<file path="src/core/exec_pkg.sv">
package exec_pkg;
	// Bus widths
	localparam int DATA_W = 8;
	localparam int WORD_W = 16;
	localparam int FADDR_W = 12;
	localparam int BANK_W = 4;
	// Instruction encodings: match value and mask over the 16-bit word
	localparam logic [15:0] ENC_SUB = 16'h5800;
	localparam logic [15:0] MSK_SUB = 16'hFC00;
	localparam logic [15:0] ENC_SWAP = 16'h3800;
	localparam logic [15:0] MSK_SWAP = 16'hFC00;
	localparam logic [15:0] ENC_MULL = 16'h0D00;
	localparam logic [15:0] MSK_MULL = 16'hFF00;
	localparam logic [15:0] ENC_MULF = 16'h0200;
	localparam logic [15:0] MSK_MULF = 16'hFE00;
	localparam logic [15:0] ENC_TBL = 16'h0008;
	localparam logic [15:0] MSK_TBL = 16'hFFFC;
	// Operand field positions
	localparam int POS_DEST = 9;
	localparam int POS_BANK = 8;
	localparam int POS_MULF_BANK = 8;
	// Access bank split: low addresses map to bank 0, the rest to the top bank
	localparam logic [7:0] ACCESS_SPLIT = 8'h80;
	localparam logic [3:0] BANK_LOW = 4'h0;
	localparam logic [3:0] BANK_HIGH = 4'hF;
	// Status bit positions
	localparam int ST_C = 0;
	localparam int ST_DC = 1;
	localparam int ST_Z = 2;
	localparam int ST_OV = 3;
	localparam int ST_N = 4;
	localparam int ST_W = 5;
	// Reset values
	localparam logic [7:0] RST_BYTE = 8'h00;
	localparam logic [4:0] RST_STATUS = 5'h00;
	// Table pointer update modes
	typedef enum logic [1:0] {
		TM_KEEP = 2'h0,
		TM_POSTINC = 2'h1,
		TM_POSTDEC = 2'h2,
		TM_PREINC = 2'h3
	} tbl_mode_t;
	// Instruction phases, Gray coded
	typedef enum logic [1:0] {
		PH_Q1 = 2'h0,
		PH_Q2 = 2'h1,
		PH_Q3 = 2'h3,
		PH_Q4 = 2'h2
	} phase_t;
	typedef enum logic [2:0] {
		OP_NONE = 3'h0,
		OP_SUB = 3'h1,
		OP_SWAP = 3'h2,
		OP_MULL = 3'h3,
		OP_MULF = 3'h4,
		OP_TBL = 3'h5
	} op_t;
endpackage

</file>
<file path="src/core/exec_alu_if.sv">
`timescale 1ns/1ns
interface exec_alu_if;
	import exec_pkg::*;
	op_t op;
	logic [DATA_W-1:0] opnd;
	logic [DATA_W-1:0] w;
	logic cin;
	logic [DATA_W-1:0] res;
	logic [ST_W-1:0] flags;
	logic [WORD_W-1:0] prod;
	modport ctrl (output op, output opnd, output w, output cin,
		input res, input flags, input prod);
	modport alu (input op, input opnd, input w, input cin,
		output res, output flags, output prod);
endinterface

</file>
<file path="src/core/exec_alu.sv">
`timescale 1ns/1ns
module exec_alu
	import exec_pkg::*;
(
	exec_alu_if.alu bus
);
	logic [DATA_W:0] sum;
	logic [4:0] low_sum;
	always_comb begin
		sum = {1'b0, bus.opnd} + {1'b0, ~bus.w} + {{DATA_W{1'b0}}, bus.cin};
		low_sum = {1'b0, bus.opnd[3:0]} + {1'b0, ~bus.w[3:0]} + {4'h0, bus.cin};
		bus.prod = {{DATA_W{1'b0}}, bus.opnd} * {{DATA_W{1'b0}}, bus.w};
		bus.flags = '0;
		bus.res = sum[DATA_W-1:0];
		unique case (bus.op)
			OP_SUB: begin
				bus.flags[ST_C] = sum[DATA_W];
				bus.flags[ST_DC] = low_sum[4];
				bus.flags[ST_Z] = (sum[DATA_W-1:0] == RST_BYTE);
				bus.flags[ST_N] = sum[DATA_W-1];
				bus.flags[ST_OV] = (bus.opnd[7] != bus.w[7]) && (sum[7] != bus.opnd[7]);
			end
			OP_SWAP: bus.res = {bus.opnd[3:0], bus.opnd[7:4]};
			default: bus.res = bus.opnd;
		endcase
	end
endmodule

</file>
<file path="src/core/exec_datapath.sv">
`timescale 1ns/1ns
// Overview of operation
// - Subtract-with-borrow computes file minus accumulator minus inverted carry and sets N, OV, C, DC, Z.
// - Destination bit 0 writes the accumulator, 1 writes back to the file register.
// - Bank bit 0 uses the access bank, 1 uses the bank select register.
// - Nibble exchange swaps the file register nibbles into the destination and keeps all flags.
// - The table pointer is a 21-bit byte address into program memory.
// - Pointer bit 0 picks the low byte when 0 and the high byte when 1.
// - The table read mode field keeps, post-increments, post-decrements or pre-increments the pointer.
// - A table read takes two instruction cycles, reading memory in the second and loading the latch in its last phase.
// - Multiply forms the unsigned 16-bit product of the accumulator and a literal or file register into the product pair.
// - Multiply leaves status, accumulator and source register unchanged.
module exec_datapath
	import exec_pkg::*;
#(
	parameter int PTR_W = 21
)(
	input wire logic core_clk,
	input wire logic resetn,
	input wire logic [WORD_W-1:0] instr,
	input wire logic instr_valid,
	input wire logic [BANK_W-1:0] bank_select_reg,
	input wire logic [DATA_W-1:0] file_rdata,
	input wire logic [WORD_W-1:0] prog_rdata,
	output logic instr_taken,
	output logic [FADDR_W-1:0] file_addr,
	output logic file_we,
	output logic [DATA_W-1:0] file_wdata,
	output logic [PTR_W-2:0] prog_addr,
	output logic [DATA_W-1:0] acc,
	output logic [ST_W-1:0] status,
	output logic [DATA_W-1:0] product_high_byte,
	output logic [DATA_W-1:0] product_low_byte,
	output logic [PTR_W-1:0] program_byte_pointer,
	output logic [DATA_W-1:0] program_fetch_latch
);
	if (PTR_W < 2) begin : g_bad_ptr
		$error("PTR_W must be at least 2");
	end
	localparam logic [PTR_W-1:0] PTR_STEP = {{(PTR_W-1){1'b0}}, 1'b1};

	function automatic op_t decode(input logic [WORD_W-1:0] w);
		if ((w & MSK_SUB) == ENC_SUB) return OP_SUB;
		if ((w & MSK_SWAP) == ENC_SWAP) return OP_SWAP;
		if ((w & MSK_MULL) == ENC_MULL) return OP_MULL;
		if ((w & MSK_MULF) == ENC_MULF) return OP_MULF;
		if ((w & MSK_TBL) == ENC_TBL) return OP_TBL;
		return OP_NONE;
	endfunction

	exec_alu_if alu_bus ();
	exec_alu u_alu (.bus(alu_bus));

	phase_t phase;
	op_t op;
	logic [WORD_W-1:0] ir;
	logic second;
	logic [DATA_W-1:0] operand;
	logic [WORD_W-1:0] fetch_word;
	tbl_mode_t mode;
	logic ir_dest;
	logic ir_bank;

	assign mode = tbl_mode_t'(ir[1:0]);
	assign ir_dest = ir[POS_DEST];
	assign ir_bank = (op == OP_MULF) ? ir[POS_MULF_BANK] : ir[POS_BANK];
	assign alu_bus.op = op;
	assign alu_bus.opnd = (op == OP_MULL) ? ir[DATA_W-1:0] : operand;
	assign alu_bus.w = acc;
	assign alu_bus.cin = status[ST_C];

	// Phase sequencer, one phase per clock
	always_ff @(posedge core_clk or negedge resetn) begin
		if (!resetn) begin
			phase <= PH_Q1;
		end else begin
			unique case (phase)
				PH_Q1: phase <= PH_Q2;
				PH_Q2: phase <= PH_Q3;
				PH_Q3: phase <= PH_Q4;
				PH_Q4: phase <= PH_Q1;
			endcase
		end
	end

	// Instruction capture and file address
	always_ff @(posedge core_clk or negedge resetn) begin
		if (!resetn) begin
			ir <= '0;
			op <= OP_NONE;
			instr_taken <= 1'b0;
			file_addr <= '0;
		end else begin
			instr_taken <= 1'b0;
			if (phase == PH_Q1 && !second) begin
				instr_taken <= instr_valid;
				ir <= instr;
				op <= instr_valid ? decode(instr) : OP_NONE;
				if (instr[POS_BANK]) begin
					file_addr <= {bank_select_reg, instr[7:0]};
				end else if (instr[7:0] < ACCESS_SPLIT) begin
					file_addr <= {BANK_LOW, instr[7:0]};
				end else begin
					file_addr <= {BANK_HIGH, instr[7:0]};
				end
			end
		end
	end

	// Operand read in phase two
	always_ff @(posedge core_clk or negedge resetn) begin
		if (!resetn) begin
			operand <= RST_BYTE;
		end else if (phase == PH_Q2 && !second) begin
			operand <= file_rdata;
		end
	end

	// Destination write in phase four
	always_ff @(posedge core_clk or negedge resetn) begin
		if (!resetn) begin
			acc <= RST_BYTE;
			file_we <= 1'b0;
			file_wdata <= RST_BYTE;
			status <= RST_STATUS;
			product_high_byte <= RST_BYTE;
			product_low_byte <= RST_BYTE;
		end else begin
			file_we <= 1'b0;
			if (phase == PH_Q4 && !second) begin
				if (op == OP_SUB || op == OP_SWAP) begin
					if (ir_dest) begin
						file_we <= 1'b1;
						file_wdata <= alu_bus.res;
					end else begin
						acc <= alu_bus.res;
					end
				end
				if (op == OP_SUB) begin
					status <= alu_bus.flags;
				end
				if (op == OP_MULL || op == OP_MULF) begin
					product_high_byte <= alu_bus.prod[WORD_W-1:DATA_W];
					product_low_byte <= alu_bus.prod[DATA_W-1:0];
				end
			end
		end
	end

	// Two-cycle table read
	always_ff @(posedge core_clk or negedge resetn) begin
		if (!resetn) begin
			second <= 1'b0;
			program_byte_pointer <= '0;
			prog_addr <= '0;
			fetch_word <= '0;
			program_fetch_latch <= RST_BYTE;
		end else if (op == OP_TBL) begin
			if (phase == PH_Q4 && !second) begin
				second <= 1'b1;
				if (mode == TM_PREINC) begin
					program_byte_pointer <= program_byte_pointer + PTR_STEP;
				end
			end else if (second) begin
				unique case (phase)
					PH_Q1: prog_addr <= program_byte_pointer[PTR_W-1:1];
					PH_Q2: fetch_word <= prog_rdata;
					PH_Q3: ;
					PH_Q4: begin
						second <= 1'b0;
						program_fetch_latch <= program_byte_pointer[0] ?
							fetch_word[WORD_W-1:DATA_W] : fetch_word[DATA_W-1:0];
						if (mode == TM_POSTINC) begin
							program_byte_pointer <= program_byte_pointer + PTR_STEP;
						end else if (mode == TM_POSTDEC) begin
							program_byte_pointer <= program_byte_pointer - PTR_STEP;
						end
					end
				endcase
			end
		end
	end

	logic end_one;
	assign end_one = phase == PH_Q4 && !second;
endmodule

</file>
<file path="config.mk">
export PLATFORM = sky130hd
export DESIGN_NAME = exec_datapath
export DESIGN_NICKNAME = d
export VERILOG_FILES = /design/src/core/exec_pkg.sv /design/src/core/exec_alu_if.sv /design/src/core/exec_alu.sv /design/src/core/exec_datapath.sv
export SDC_FILE = /design/constraint.sdc
export NUM_CORES = 1
export LEC_CHECK = 0
export BUFFER_PORTS_ARGS = -buffer_cell sky130_fd_sc_hd__clkbuf_2
export CAP_MARGIN = 20
export CORE_MARGIN = 8
export CORE_UTILIZATION = 25
export CTS_CLUSTER_SIZE = 14
export DETAILED_ROUTE_END_ITERATION = 10
export MAX_ROUTING_LAYER = met4
export PLACE_DENSITY = 0.49
export SLEW_MARGIN = 20
export SYNTH_ARGS = -nofsm -noshare
export SYNTH_HDL_FRONTEND = slang
export SYNTH_HIERARCHICAL = 1
export SYNTH_SLANG_ARGS = --single-unit
</file>
<file path="constraint.sdc">
create_clock -name core_clk -period 6.4 [get_ports core_clk]
set_clock_uncertainty 0.2 [all_clocks]
set_input_delay 0.32 -clock core_clk [delete_from_list [all_inputs] [get_ports core_clk]]
set_output_delay 0.32 -clock core_clk [all_outputs]
set_load 0.02 [all_outputs]
</file>
==> results.md, run 1 <==
- The run finished with clean final reports.
- Measured along the x axis, the die boundary spans 202 µm.
- The first detailed-routing pass ran for 5 iterations.
- The slowest stage of the critical path is the fa_1 cell.
- The synthesized design contains 0 enable-type register cells.
- The root buffer cell chosen for the clock tree is clkbuf_16.
- For the pin with the worst max-slew slack, the measured transition is 0.888 ns.
- Traced cell by cell, the critical path runs through nand3b_1 > mux2_2 > nand2_1 > fa_1 > fa_1 > inv_1 > fa_1 > inv_1 > fa_1 > inv_1 > ha_1 > a21o_1 > a31o_1 > o21ai_2 > or4b_1 > o311ai_1 > mux2_2.
- Setup violations remaining at the end of the flow were counted as 0.
- The fraction of the core area covered by cells at the end of the flow is 31.6%.
- Data on the critical path is required at its endpoint by 6.56 ns.
- The final critical delay including setup and external delays is 5.65 ns.
- The library cells used most frequently in the layout, excluding fill and tap cells, are clkbuf_2 (145), dfrtp_1 (131), nand2_1 (86), inv_1 (71), mux2_2 (65).
- The critical path is of the reg -> reg type.
- The instance count of the mapped netlist is 845.
- Power spread over the standard cell area amounts to 200 mW/mm².
- Counting flops and latches in the post-synthesis netlist gives 131.
- The worst setup path is launched from a flip-flop.
- The overall die area is 0.0410 mm².
- The number of design rule violations left after detail routing is 0.
- The setup slack after layout is 0.749 ns.
- The number of slew-limit violations in the final report came to 0.
- The detailed-route wire length per cell is 16.7 µm.
- The area of the placeable core is 0.0344 mm².
- The layout overhead on the synthesized area is 25.0%.
- The arithmetic-cell share of the synthesized area counting full adders, half adders and majority gates is 16.5%.
- Entering global routing, the biggest net connects 67 pins.
- The clock latency reported for the late side of the worst-skew pair is 0.43 ns.
- The stage delay of the slowest cell on the critical path is 0.54 ns.
- The post-synthesis instance area is 0.00869 mm².
- The via count of the first global-routing pass was 6902.
- Summing the areas of all xor and xnor instances in the mapped netlist gives 3.83% of the synthesized area.
- The number of top-level pins is 147.
- The worst hold path class is in -> reg.
- The floorplan has 68 rows.
- The maximum frequency from static timing analysis is 0.177 GHz.
- Setup repair after global routing left no endpoint under its margin.
- The share of cell area taken by muxes after synthesis is 11.9%.
- The starting density of the core is 25.3%.
- The first global-routing pass estimated 39900 µm of wire.
- Of all nets on the critical path, the largest fanout is 13.
- The overall routed net length is 24700 µm.
- The unique cell type count in the Yosys netlist is 68.
- The worst slew margin relative to its limit is 40.7%.
- The net count of the finished layout is 1154.
- In the final timing run, aggregate negative setup slack is 0 ns.
- The fraction of synthesis flops using an asynchronous set or reset pin is 100%.
- VDD sags by at most 163 µV.
- After synthesis, the largest family of logic cells by area is adder cells.
- During synthesis, Yosys emitted a total of 6 warnings.
- Summing the areas of all and, or, nand and nor instances in the mapped netlist gives 15.9% of the synthesized area.
- The arrival time of data at the critical path endpoint is 5.82 ns.
- The clock slew at the register clock pins of the worst setup and hold paths is 0.07 ns.
- In the routed layout, each cell is associated on average with a via count of 4.49.
- The placer's final routability congestion estimate is 0.865.
- The count of nets left with antenna violations once routing finished came out at 0.
- The die is 202 µm tall.
- The number of violations reported at the end of detailed-routing iteration 0 is 325.
- The H-tree was split into 4 levels.
- The detailed placer's ending HPWL is 18700 µm.
- The kind of end point of the critical path is a flip-flop.
- The leakage power figure is 5.55 nW.
- The clock tree from TritonCTS is yes.
- Counting stages on the worst path, the most repeated cell is fa_1.
- Of the available clock period, the critical path in the final layout requires 88.3%.
- The total power draw is 2.17 mW.
- The initial antenna violation count is 1.
- The internal reg-to-reg setup slack is 0.75 ns.
- The global routing usage summed across all routing layers is 12.6%.
- The maximum number of buffers from clock root to sink is 2.
- The mean post-synth cell area is 10.3 µm².
- The synthesized netlist devotes 8.65% of its cell area to compound gates.
- The tool flagged a number of max-cap violations equal to 0.
- The most common library cell in the layout ignoring fill and taps is clkbuf_2.
- The worst slack after detailed placement is 0.750 ns.
- The layout cell share with drive strength beyond 1 is 26.8%.
- The post-cts sizing count is 0.
- The detailed-route via count is 6657.
- Summing the sequential cell areas from Yosys gives 37.7% of the chip area.
- The final-layout fill cell count is 3609.
- The number of clock buffers added by TritonCTS is 17.
- The number of clock sinks is 131.
- The hold violation count in the final report is 0.
- The main flop type after synthesis is dfrtp_1.
- Port buffering added 146 buffers.
- The net count after synthesis is 984.
- The sum of overflow across all layers after global routing is 0.
[sequential cells by signal (all words and copies together) (netlist names)]
name and cells:
program_byte_pointer 21, prog_addr 20, fetch_word 16, file_addr 12
acc 8, file_wdata 8, operand 8, product_high_byte 8
product_low_byte 8, program_fetch_latch 8, status 5, alu_bus.op 3
phase 2, file_we 1, instr_taken 1, ir 1
second 1
[cell usage after synthesis, drive strengths merged (3+ instances only)]
master  count  area (µm²)
nor4        7        56.3
o21ai      27         139
nor2       38         145
nand4      17         106
nand3      11        55.1
nand2b      6        37.5
and2       42         263
buf        18         125
o211ai      3        22.5
a211oi      4        30.0
fa         38         761
xnor2      21         184
or3         6        42.5
ha         54         676
nor3       16        85.1
mux2       79         942
a31oi       5        31.3
nor2b       5        31.3
inv        71         267
a22oi       7        52.6
a21o        5        37.5
xor2       17         149
nor3b       5        37.5
o21bai      7        52.6
and3        7        43.8
a21oi      43         215
clkbuf     22        82.6
nand3b      5        37.5
dfrtp     131        3280
a221oi      3        26.3
mux2i       9        90.1
nand2      86         323
[cells by family after synthesis]
| kind of cell | Yosys count |
|---|---|
| simple gates | 263 |
| flops | 131 |
| xor+xnor | 38 |
| mux | 88 |
| buf+inv | 112 |
| fa+ha+maj | 92 |
| compound gates | 121 |
[where the power goes]
| group | internal [mW] | switching [mW] | leakage [nW] |
|---|---|---|---|
| logic | 0.110 | 0.154 | 3.47 |
| registers | 0.842 | 0.0184 | 1.77 |
| clock network | 0.625 | 0.419 | 0.303 |
[cell type report]
| class | count | area, µm² | share of cell area [%] |
|---|---|---|---|
| inverters | 72 | 270 | 2.49 |
| diodes | 1 | 2.50 | 0.0230 |
| flip-flops and latches | 131 | 3280 | 30.2 |
| clock buffers | 17 | 425 | 3.92 |
| repair buffers | 191 | 1170 | 10.8 |
| clock inverters | 15 | 195 | 1.80 |
| well taps | 455 | 569 | 5.24 |
| multi-input cells | 602 | 4950 | 45.6 |
[worst paths after layout]
| check | startpoint | end | depth (start not counted) |
|---|---|---|---|
| setup / recovery | alu_bus.op[2] | product_high_byte[4] | 17 |
| hold / removal | instr[9] | ir[9] | 3 |
| setup reg to reg | alu_bus.op[2] | product_high_byte[4] | 17 |
| hold reg to reg | file_wdata[4] | file_wdata[4] | 2 |
| max in group asynchronous | resetn | fetch_word[6] | 3 |
| min in group asynchronous | resetn | status[3] | 2 |
[through the flow]
step	cells	instance area (µm²)	hold slack (ns)
final	1484	10900	0.0354
after global routing	1484	10900	0.0349
after CTS	1483	10800	0.00498
after detailed placement	1413	9840	0.178
after global placement	1413	9840	0.173
after floorplan	845	8690	-0.176
[routing by layer]
metal / GRT usage, % / share of wire [%] / vias up
li1: - / - / 3245
met1: 17.4 / 51 / 3265
met2: 18.5 / 45 / 134
met3: 2.18 / 3.2 / 13
met4: 3.76 / 1.3 / 0
met5: - / 0 / -
[repair_timing]
| action | CTS | global route |
|---|---|---|
| buffers inserted | 0 | 0 |
| hold buffers | 38 | 0 |
| hold endpoints to repair | 103 | 0 |
[critical path: cells and delay by family (launching register included)]
family	cells	cell delay, ns
adder cells (fa/ha/maj)	5	2.45
AND/OR/NAND/NOR	3	0.98
multiplexers	2	0.72
AO/OA/AOI/OAI	4	0.70
flip-flops	1	0.37
buffers and inverters	3	0.14
Power figures use the tool's default switching activity.
==> run 2, diff against run 1 <==
Settings changed: PLACE_DENSITY 0.49 to 0.5.
Clock period 6.4 ns to 7.3 ns, I/O delays scaled along.
==> run 2 against run 1 <==
  * Worst setup slack better by 0.54 ns
  * Final cell count fell by 0.67%
  * Utilization down 0.33 points
  * Hold slack lost 0.017 ns
  * Non-clock buffer count down 8
  * Global-route usage barely moved
  * Critical path type unchanged
  * Sequential power is 12% lower
  * Maximum frequency decreased by 6.1%
  * Combinational power is 12% lower
  * Power is 13% lower
  * Via count grew 0.21%
  * Flip-flop and latch count stayed put
==> results.md, run 2 (synthesized netlist as in run 1, its figures left out) <==
- The worst setup path is captured at a flip-flop.
- The antenna violation net count after detailed routing is 0 (unchanged).
- The buffers plus inverters on the worst setup path is 2 (-1).
- The slew of the pin with the lowest slew margin came to 1.02 ns (+0.131 ns).
- The leakage power figure is 5.50 nW (-0.86%).
- The setup slack after layout is 1.28 ns (+0.535 ns).
- The area of the placeable core is 0.0344 mm² (unchanged).
- The sum of overflow across all layers after global routing is 0 (unchanged).
- The maximum frequency from static timing analysis was 0.166 GHz (-6.1%).
- The count of H-tree levels built during CTS is 4 (unchanged).
- The worst setup path is launched from a flip-flop.
- Compared with the post-synthesis result, the final layout area differs by 23.7%.
- The final non-filler cell total is 1474 (-0.67%).
- The fraction of the core area covered by cells at the end of the flow is 31.3% (-0.33 points).
- The layout cell share with drive strength beyond 1 is 26.5% (-0.35 points).
- The number of clock sinks is 131 (unchanged).
- The maximum VDD drop came to 121 µV (-26%).
- The worst slack after detailed placement came to 1.29 ns (+0.535 ns).
- The global routing usage summed across all routing layers came to 12.5% (-0.022 points).
- The power density normalized to cell area was 175 mW/mm² (-12%).
- The most common library cell in the layout ignoring fill and taps is clkbuf_2.
- The total of max-cap violations is 0 (unchanged).
- The period utilization is 82.4% (-5.9 points).
- The via density per instance is 4.53 (+0.89%).
- The cell chosen for the clock root is clkbuf_16.
- The number of antenna diodes was 0 (-1).
- The total number of placement rows came to 68 (unchanged).
- The final critical delay including setup and external delays came to 6.02 ns (+0.365 ns).
- The number of top-level pins is 147 (unchanged).
- The detailed-route via count is 6671 (+0.21%).
- The number of slew-limit violations in the final report is 0 (unchanged).
- The net count of the finished layout is 1146 (-0.69%).
- The vertical die dimension is 202 µm (unchanged).
- The post-CTS setup repair buffer count is 0 (unchanged).
- The TritonCTS buffer count is 17 (unchanged).
- The initial antenna violation count is 0 (-1).
- The clock slew at the register clock pins of the worst setup and hold paths is 0.06 ns (about the same).
- The number of violations reported at the end of detailed-routing iteration 0 was 280 (-14%).
- The worst hold slack across all endpoints came to 0.0180 ns (-0.0174 ns).
- The overall die width came to 202 µm (unchanged).
- The detailed-route wire length per cell is 16.9 µm (+1.1%).
- The flip-flop count of the largest register, all copies and words added is 21 (unchanged).
- The end of the worst register-to-register path is product_high_byte[7].
- The placer's final routability congestion estimate came to 0.879 (+1.7%).
- The number of design rule violations left after detail routing was 0 (unchanged).
- The starting density of the core was 25.3% (unchanged).
- In the final layout, the registers with the most flip-flops are program_byte_pointer (21), prog_addr (20), fetch_word (16).
- The count of input and output buffers is 146 (unchanged).
- The maximum number of buffers from clock root to sink is 2 (unchanged).
- The stage delay of the slowest cell on the critical path was 0.66 ns (+0.12 ns).
- The depth of the worst register-to-register path came to 15 (-2).
- The critical setup path kind is reg -> reg.
- The overall routed net length is 24800 µm (+0.47%).
- The worst hold path class is in -> reg.
- The hold violation count in the final report is 0 (unchanged).
- The arrival time of data at the critical path endpoint was 6.13 ns (+0.31 ns).
- The instance area after placement is 0.00983 mm² (-0.15%).
- The via count of the first global-routing pass came to 6926 (+0.35%).
- The worst slew margin relative to its limit came to 31.5% (-9.2 points).
- In this run the most critical hold path is launched from file_rdata[7].
- The detailed placer's ending HPWL is 18700 µm (-0.17%).
- Setup repair after global routing left no endpoint under its margin.
- The cell depth of the worst min-delay path was 2 (-1).
- The number of instances in the placed design is 1411 (-0.14%).
- The final cell area excluding filler cells is 0.0108 mm² (-1.0%).
- The total of hold buffers inserted after clock tree synthesis was 32 (-16%).
- The setup TNS is 0 ns (unchanged).
- The most numerous cell type found on the critical path is fa_1.
- The multi-input logic area is 0.00494 mm² (-0.28%).
- The final-layout fill cell count is 3606 (-0.083%).
- The top register by number of flip-flops is program_byte_pointer.
- The first-pass GRT wire length is 40000 µm (+0.40%).
- The internal reg-to-reg setup slack is 1.28 ns (+0.54 ns).
- The final setup violation count is 0 (unchanged).
- The maximum fanout encountered on the critical timing path was 19 (+6).
- The clock tree from TritonCTS is yes.
- The overall die area is 0.0410 mm² (unchanged).
- The clock latency reported for the late side of the worst-skew pair is 0.43 ns (about the same).
- The pin count of the biggest net entering global routing was 72 (+7.5%).
- The total power draw is 1.88 mW (-13%).
- The cell at the slowest stage of the critical path is dfrtp_1.
- The number of iterations in the first detailed-routing pass is 5 (unchanged).
- The top cell types in the final layout, fill and taps aside, are clkbuf_2 (145), dfrtp_1 (131), nand2_1 (86), inv_1 (71), mux2_2 (65).
- The critical path goes through nand3b_1 > mux2_2 > ha_1 > fa_1 > fa_1 > fa_1 > inv_1 > fa_1 > inv_1 > ha_1 > a2111o_1 > o21ai_1 > o21ai_0 > xnor2_1 > mux2_2.
- The dominant delay contributor by cell family on the critical path is adder cells.
- The run finished with clean final reports.
- The post-cts sizing count was 0 (unchanged).
- The launching point of the worst reg2reg path is alu_bus.op[1].
- The required time of the worst setup path was 7.41 ns (+0.85 ns).
- The combined flip-flop and latch cell area is 0.00328 mm² (unchanged).
- The worst hold path terminates at operand[7].
-- run 2: cell types whose count changed in the layout (fill, tap and decap cells not counted), sizes merged --
cell	delta
clkbuf	+3
clkinv	-1
dlygate4sd3	-6
diode	-1
buf	-2
inv	-3
-- run 2: how the worst max path moves through the flow --
stage             startpoint                   end  slack, ns  cells past startpoint
3_3_place_gp   alu_bus.op[1]  product_high_byte[7]       1.37                     15
4_1_cts        alu_bus.op[1]  product_high_byte[7]       1.27                     15
2_1_floorplan  alu_bus.op[2]  product_high_byte[4]       1.77                     18
3_5_place_dp   alu_bus.op[1]  product_high_byte[7]       1.29                     15
6_report       alu_bus.op[1]  product_high_byte[7]       1.28                     15
5_1_grt        alu_bus.op[1]  product_high_byte[7]       0.96                     15
-- run 2: report_power, final --
| group | total (mW) | switching, mW | internal (mW) |
|---|---|---|---|
| registers | 0.755 | 0.0172 | 0.738 |
| clock network | 0.895 | 0.347 | 0.548 |
| logic | 0.232 | 0.138 | 0.0945 |
| total | 1.88 | 0.502 | 1.38 |
-- run 2: final cells by class --
cell class	instances	share of cell area, %
inverter	72	2.51
multi-input combinational	602	45.9
tap	455	5.30
clock inverter	11	1.41
clock buffer	20	4.16
sequential	131	30.5
timing repair buffer	183	10.2
-- run 2: metal layers --
metal  part of all wire, %  GRT usage, %  up-vias
li1                      -             -     3218
met3                   3.3          2.19       18
met4                   1.6          3.89        0
met1                    50          17.3     3281
met2                    45          18.6      154
met5                     0             -        -
==> run 3, diff against run 2 <==
Settings changed: ABC_AREA set to 1.
Clock period 7.3 ns to 5.7 ns, I/O delays scaled along.
==> run 3 against run 2 <==
  * First-iteration DRC count rose by 80%
  * Global-route usage rose by 0.53 points
  * Sequential power rose by 29%
  * Critical endpoint unchanged
  * Largest cell class unchanged
  * Highest routed layer unchanged
==> results.md, run 3 <==
- The layout cell share with drive strength beyond 1 is 19.4% (-7.1 points).
- The TritonCTS buffer count is 17 (unchanged).
- The post-CTS setup repair buffer count is 0 (unchanged).
- The clock slew at the register clock pins of the worst setup and hold paths is 0.07 ns (about the same).
- The main combinational cell family by area after synthesis is simple AND/OR/NAND/NOR gates.
- The final critical delay including setup and external delays is 5.34 ns (-0.680 ns).
- The main flop type after synthesis is dfrtp_1.
- The critical path goes through inv_1 > nand3_2 > mux2_2 > ha_1 > fa_1 > fa_1 > fa_1 > inv_1 > fa_1 > inv_1 > ha_1 > a21oi_1 > nor2_1 > nor2_1 > nand2_1 > nand2_1 > nand2_1 > nand2_1 > nand2_1 > mux2_2.
- The library cells used most frequently in the layout, excluding fill and tap cells, are nand2_1 (310), inv_1 (199), clkbuf_2 (145), dfrtp_1 (131), nor2_1 (81).
- The cell type contributing the most total cell area after synthesis is dfrtp_1.
- The proportion of netlist area held by the largest area contributor is 34.8% (-2.9 points).
- The detailed placer's ending HPWL is 20500 µm (+9.6%).
- The mean post-synth cell area came to 8.04 µm² (-22%).
- The met2 wirelength from detailed routing is 12200 µm (+9.6%).
- The final non-filler cell total was 1859 (+26%).
- The count of H-tree levels built during CTS is 4 (unchanged).
- Relative to the synthesized area, the layout overhead comes to 22.9%.
- The number of design rule violations left after detail routing came to 0 (unchanged).
- The slew of the pin with the lowest slew margin came to 0.964 ns (-0.0555 ns).
- The net count after synthesis was 1311 (+33%).
- The leakage power figure was 6.44 nW (+17%).
- The instance area after placement is 0.0106 mm² (+7.5%).
- The compound-cell area share of the yosys netlist was 7.82% (-0.84 points).
- The cell at the slowest stage of the critical path is fa_1.
- The via count of the first global-routing pass is 8239 (+19%).
- The pin count of the biggest net entering global routing was 70 (-2.8%).
- The number of iterations in the first detailed-routing pass came to 5 (unchanged).
- The sum of overflow across all layers after global routing is 0 (unchanged).
- The total of max-cap violations is 0 (unchanged).
- The final-layout fill cell count is 3988 (+11%).
- The via density per instance came to 4.31 (-4.8%).
- The first-pass GRT wire length is 45000 µm (+12%).
- The share of cell area taken by muxes after synthesis was 6.93% (-5.0 points).
- The instance count of the mapped netlist is 1172 (+39%).
- The critical setup path kind is reg -> reg.
- The kind of end point of the critical path is a flip-flop.
- The detailed-route via count is 8013 (+20%).
- The stage delay of the slowest cell on the critical path is 0.56 ns (-0.10 ns).
- By instance count, the cell type seen most on the critical path is nand2_1.
- The overall die width was 210 µm (+3.8%).
- The sequential cell area fraction in the yosys report is 34.8% (-2.9 points).
- The initial antenna violation count is 0 (unchanged).
- The number of instances in the placed design was 1784 (+26%).
- By count the netlist is led by nand2_1 (310), inv_1 (199), dfrtp_1 (131).
- The number of slew-limit violations in the final report is 0 (unchanged).
- The worst slew margin relative to its limit was 35.2% (+3.8 points).
- The maximum VDD drop is 134 µV (+10%).
- In this run the top signal layer used is met4.
- The detailed-route wire length per cell is 14.8 µm (-12%).
- The wire length on met3 was 1040 µm (+25%).
- The fraction of synthesis flops using an asynchronous set or reset pin is 100% (unchanged).
- The clock tree from TritonCTS is yes.
- The cell sitting at the root of the clock tree is a clkbuf_16.
- The post-synthesis sequential element count is 131 (unchanged).
- The number of antenna diodes is 0 (unchanged).
- The critical path launch point type is a flip-flop.
- The number of top-level pins was 147 (unchanged).
- The sum of routed wire segments on met1 is 13700 µm (+10%).
- The largest registers in the layout are program_byte_pointer (21), prog_addr (20), fetch_word (16).
- Yosys instantiated no cell more often than nand2_1.
- The maximum frequency from static timing analysis came to 0.187 GHz (+13%).
- The global routing usage summed across all routing layers was 13.1% (+0.53 points).
- The flow ran to the end, and the final reports show no timing, DRC or antenna violations.
- The total of warnings raised by yosys came to 6 (unchanged).
- In this run the most critical hold path is launched from instr[13].
- The unique cell type count in the Yosys netlist came to 43 (-37%).
- The final cell area excluding filler cells was 0.0116 mm² (+7.8%).
- The net count of the finished layout is 1474 (+29%).
- The multi-input logic area came to 0.00510 mm² (+3.2%).
- The flip-flop count of the largest register, all copies and words added is 21 (unchanged).
- The post-synthesis instance area is 0.00943 mm² (+8.5%).
- The count of input and output buffers is 146 (unchanged).
- The combined flip-flop and latch cell area is 0.00328 mm² (unchanged).
- The number of clock sinks is 131 (unchanged).
- The power density normalized to cell area is 210 mW/mm² (+20%).
- The area of the placeable core came to 0.0374 mm² (+8.8%).
- The total number of placement rows is 71 (+4.4%).
- The starting density of the core is 25.2% (-0.075 points).
- The overall routed net length was 27500 µm (+11%).
- The setup TNS is 0 ns (unchanged).
- The final setup violation count is 0 (unchanged).
- Tracing the worst setup path back leads to its startpoint at alu_bus.op[2].
- In the post-synthesis netlist, the biggest area contributors are dfrtp_1 (35%), nand2_1 (12%), fa_1 (8.1%), inv_1 (7.9%), ha_1 (7.2%).
- The antenna violation net count after detailed routing is 0 (unchanged).
- The vertical die dimension is 210 µm (+3.8%).
- The number of violations reported at the end of detailed-routing iteration 0 is 504 (+80%).
- The xor-xnor portion of the synthesized cell area is 1.58% (-2.3 points).
- The library cell used most frequently in the layout, excluding fill and tap cells, is nand2_1.
- The hold violation count in the final report is 0 (unchanged).
- The top register by number of flip-flops is program_byte_pointer.
- The number of enable flip-flop cells after synthesis came to 0 (unchanged).
- The clock latency reported for the late side of the worst-skew pair came to 0.43 ns (about the same).
- The arrival time of data at the critical path endpoint was 5.46 ns (-0.67 ns).
- The period utilization is 93.6% (+11 points).
- The required time of the worst setup path is 5.82 ns (-1.59 ns).
- The worst hold path class is in -> reg.
- The maximum number of buffers from clock root to sink is 2 (unchanged).
- The overall die area was 0.0442 mm² (+7.8%).
- The maximum fanout encountered on the critical timing path came to 11 (-8).
- The startpoint identified for the worst register-to-register timing path is alu_bus.op[2].
- The placer's final routability congestion estimate is 0.854 (-2.9%).
- The arithmetic-cell share of the synthesized area counting full adders, half adders and majority gates was 15.2% (-1.3 points).
- The simple-gate portion of the synthesized area is 22.4% (+6.6 points).
- Setup repair after global routing left no endpoint under its margin.
-- run 3: changes by cell type in the layout (fill, tap and decap cells not counted), moves of 8 or more --
cell and change:
mux2_2 -35, nor3_1 -8, nand3_1 +53, nor2_1 +44, a21oi_1 -25, nand2_1 +224, and2_1 -41, xnor2_1 -18
a31oi_1 +9, o21ai_0 +37, mux2i_1 -9, dlygate4sd3_1 +11, inv_1 +128
-- run 3: stage by stage --
stage          hold slack (ns)  worst slack (ns)  power (mW)  utilization, %
2_1_floorplan           -0.211             0.331        1.18               -
5_1_grt                 0.0936            0.0530        2.55            31.0
6_report                0.0777             0.363        2.43            31.0
3_3_place_gp             0.149             0.289        1.28            28.2
4_1_cts                 0.0460             0.182        2.48            31.0
3_5_place_dp             0.153             0.184        1.29            28.2
-- run 3: path summary, 6_finish.rpt --
kind / to / slack, ns / cells after the start
worst max-delay path: product_high_byte[7] / 0.36 / 20
worst min-delay path: alu_bus.op[1] / 0.08 / 4
worst max register to register: product_high_byte[7] / 0.36 / 20
worst min register to register: phase[1] / 0.21 / 0
max in group asynchronous: prog_addr[9] / 3.70 / 3
min in group asynchronous: file_wdata[4] / 0.25 / 2
-- run 3: cell families after synthesis --
logic type	after synthesis
buffers and inverters	256
DFF	131
adders and majority gates	92
muxes	51
xor gates and xnor gates	17
AOI/OAI and AO/OA	126
and+or+nand+nor	499
-- run 3: what timing repair did --
item | CTS | global route
endpoints found under the setup margin | 0 | 5
hold buffers | 43 | 0
resized for setup | 0 | 1
hold endpoints to repair | 107 | 0
-- run 3: worst max-delay path: cells and delay by family, from the launching register on --
family | cells | cell delay [ns]
multiplexers | 2 | 0.71
flip-flops | 1 | 0.42
AO/OA/AOI/OAI | 1 | 0.22
buffers and inverters | 3 | 0.30
AND/OR/NAND/NOR | 8 | 0.73
adder cells (fa/ha/maj) | 6 | 2.65
-- run 3: where the power goes --
part	switching [mW]	internal, mW	total, mW
Clock	0.484	0.654	1.14
Combinational	0.189	0.127	0.316
Sequential	0.0246	0.951	0.975
-- run 3: final cells by class --
type	count	area share, %
Clock buffer	19	3.74
Clock inverter	13	1.32
Inverter	204	6.61
Multi-Input combinational cell	785	44.0
Sequential cell	131	28.3
Tap cell	511	5.52
Timing Repair Buffer	196	10.5
-- run 3: per-layer routing --
metal	track usage (%)	up-vias
met1	17.4	3787
met5	-	-
met3	2.30	35
li1	-	4005
met2	19.9	186
met4	4.33	0
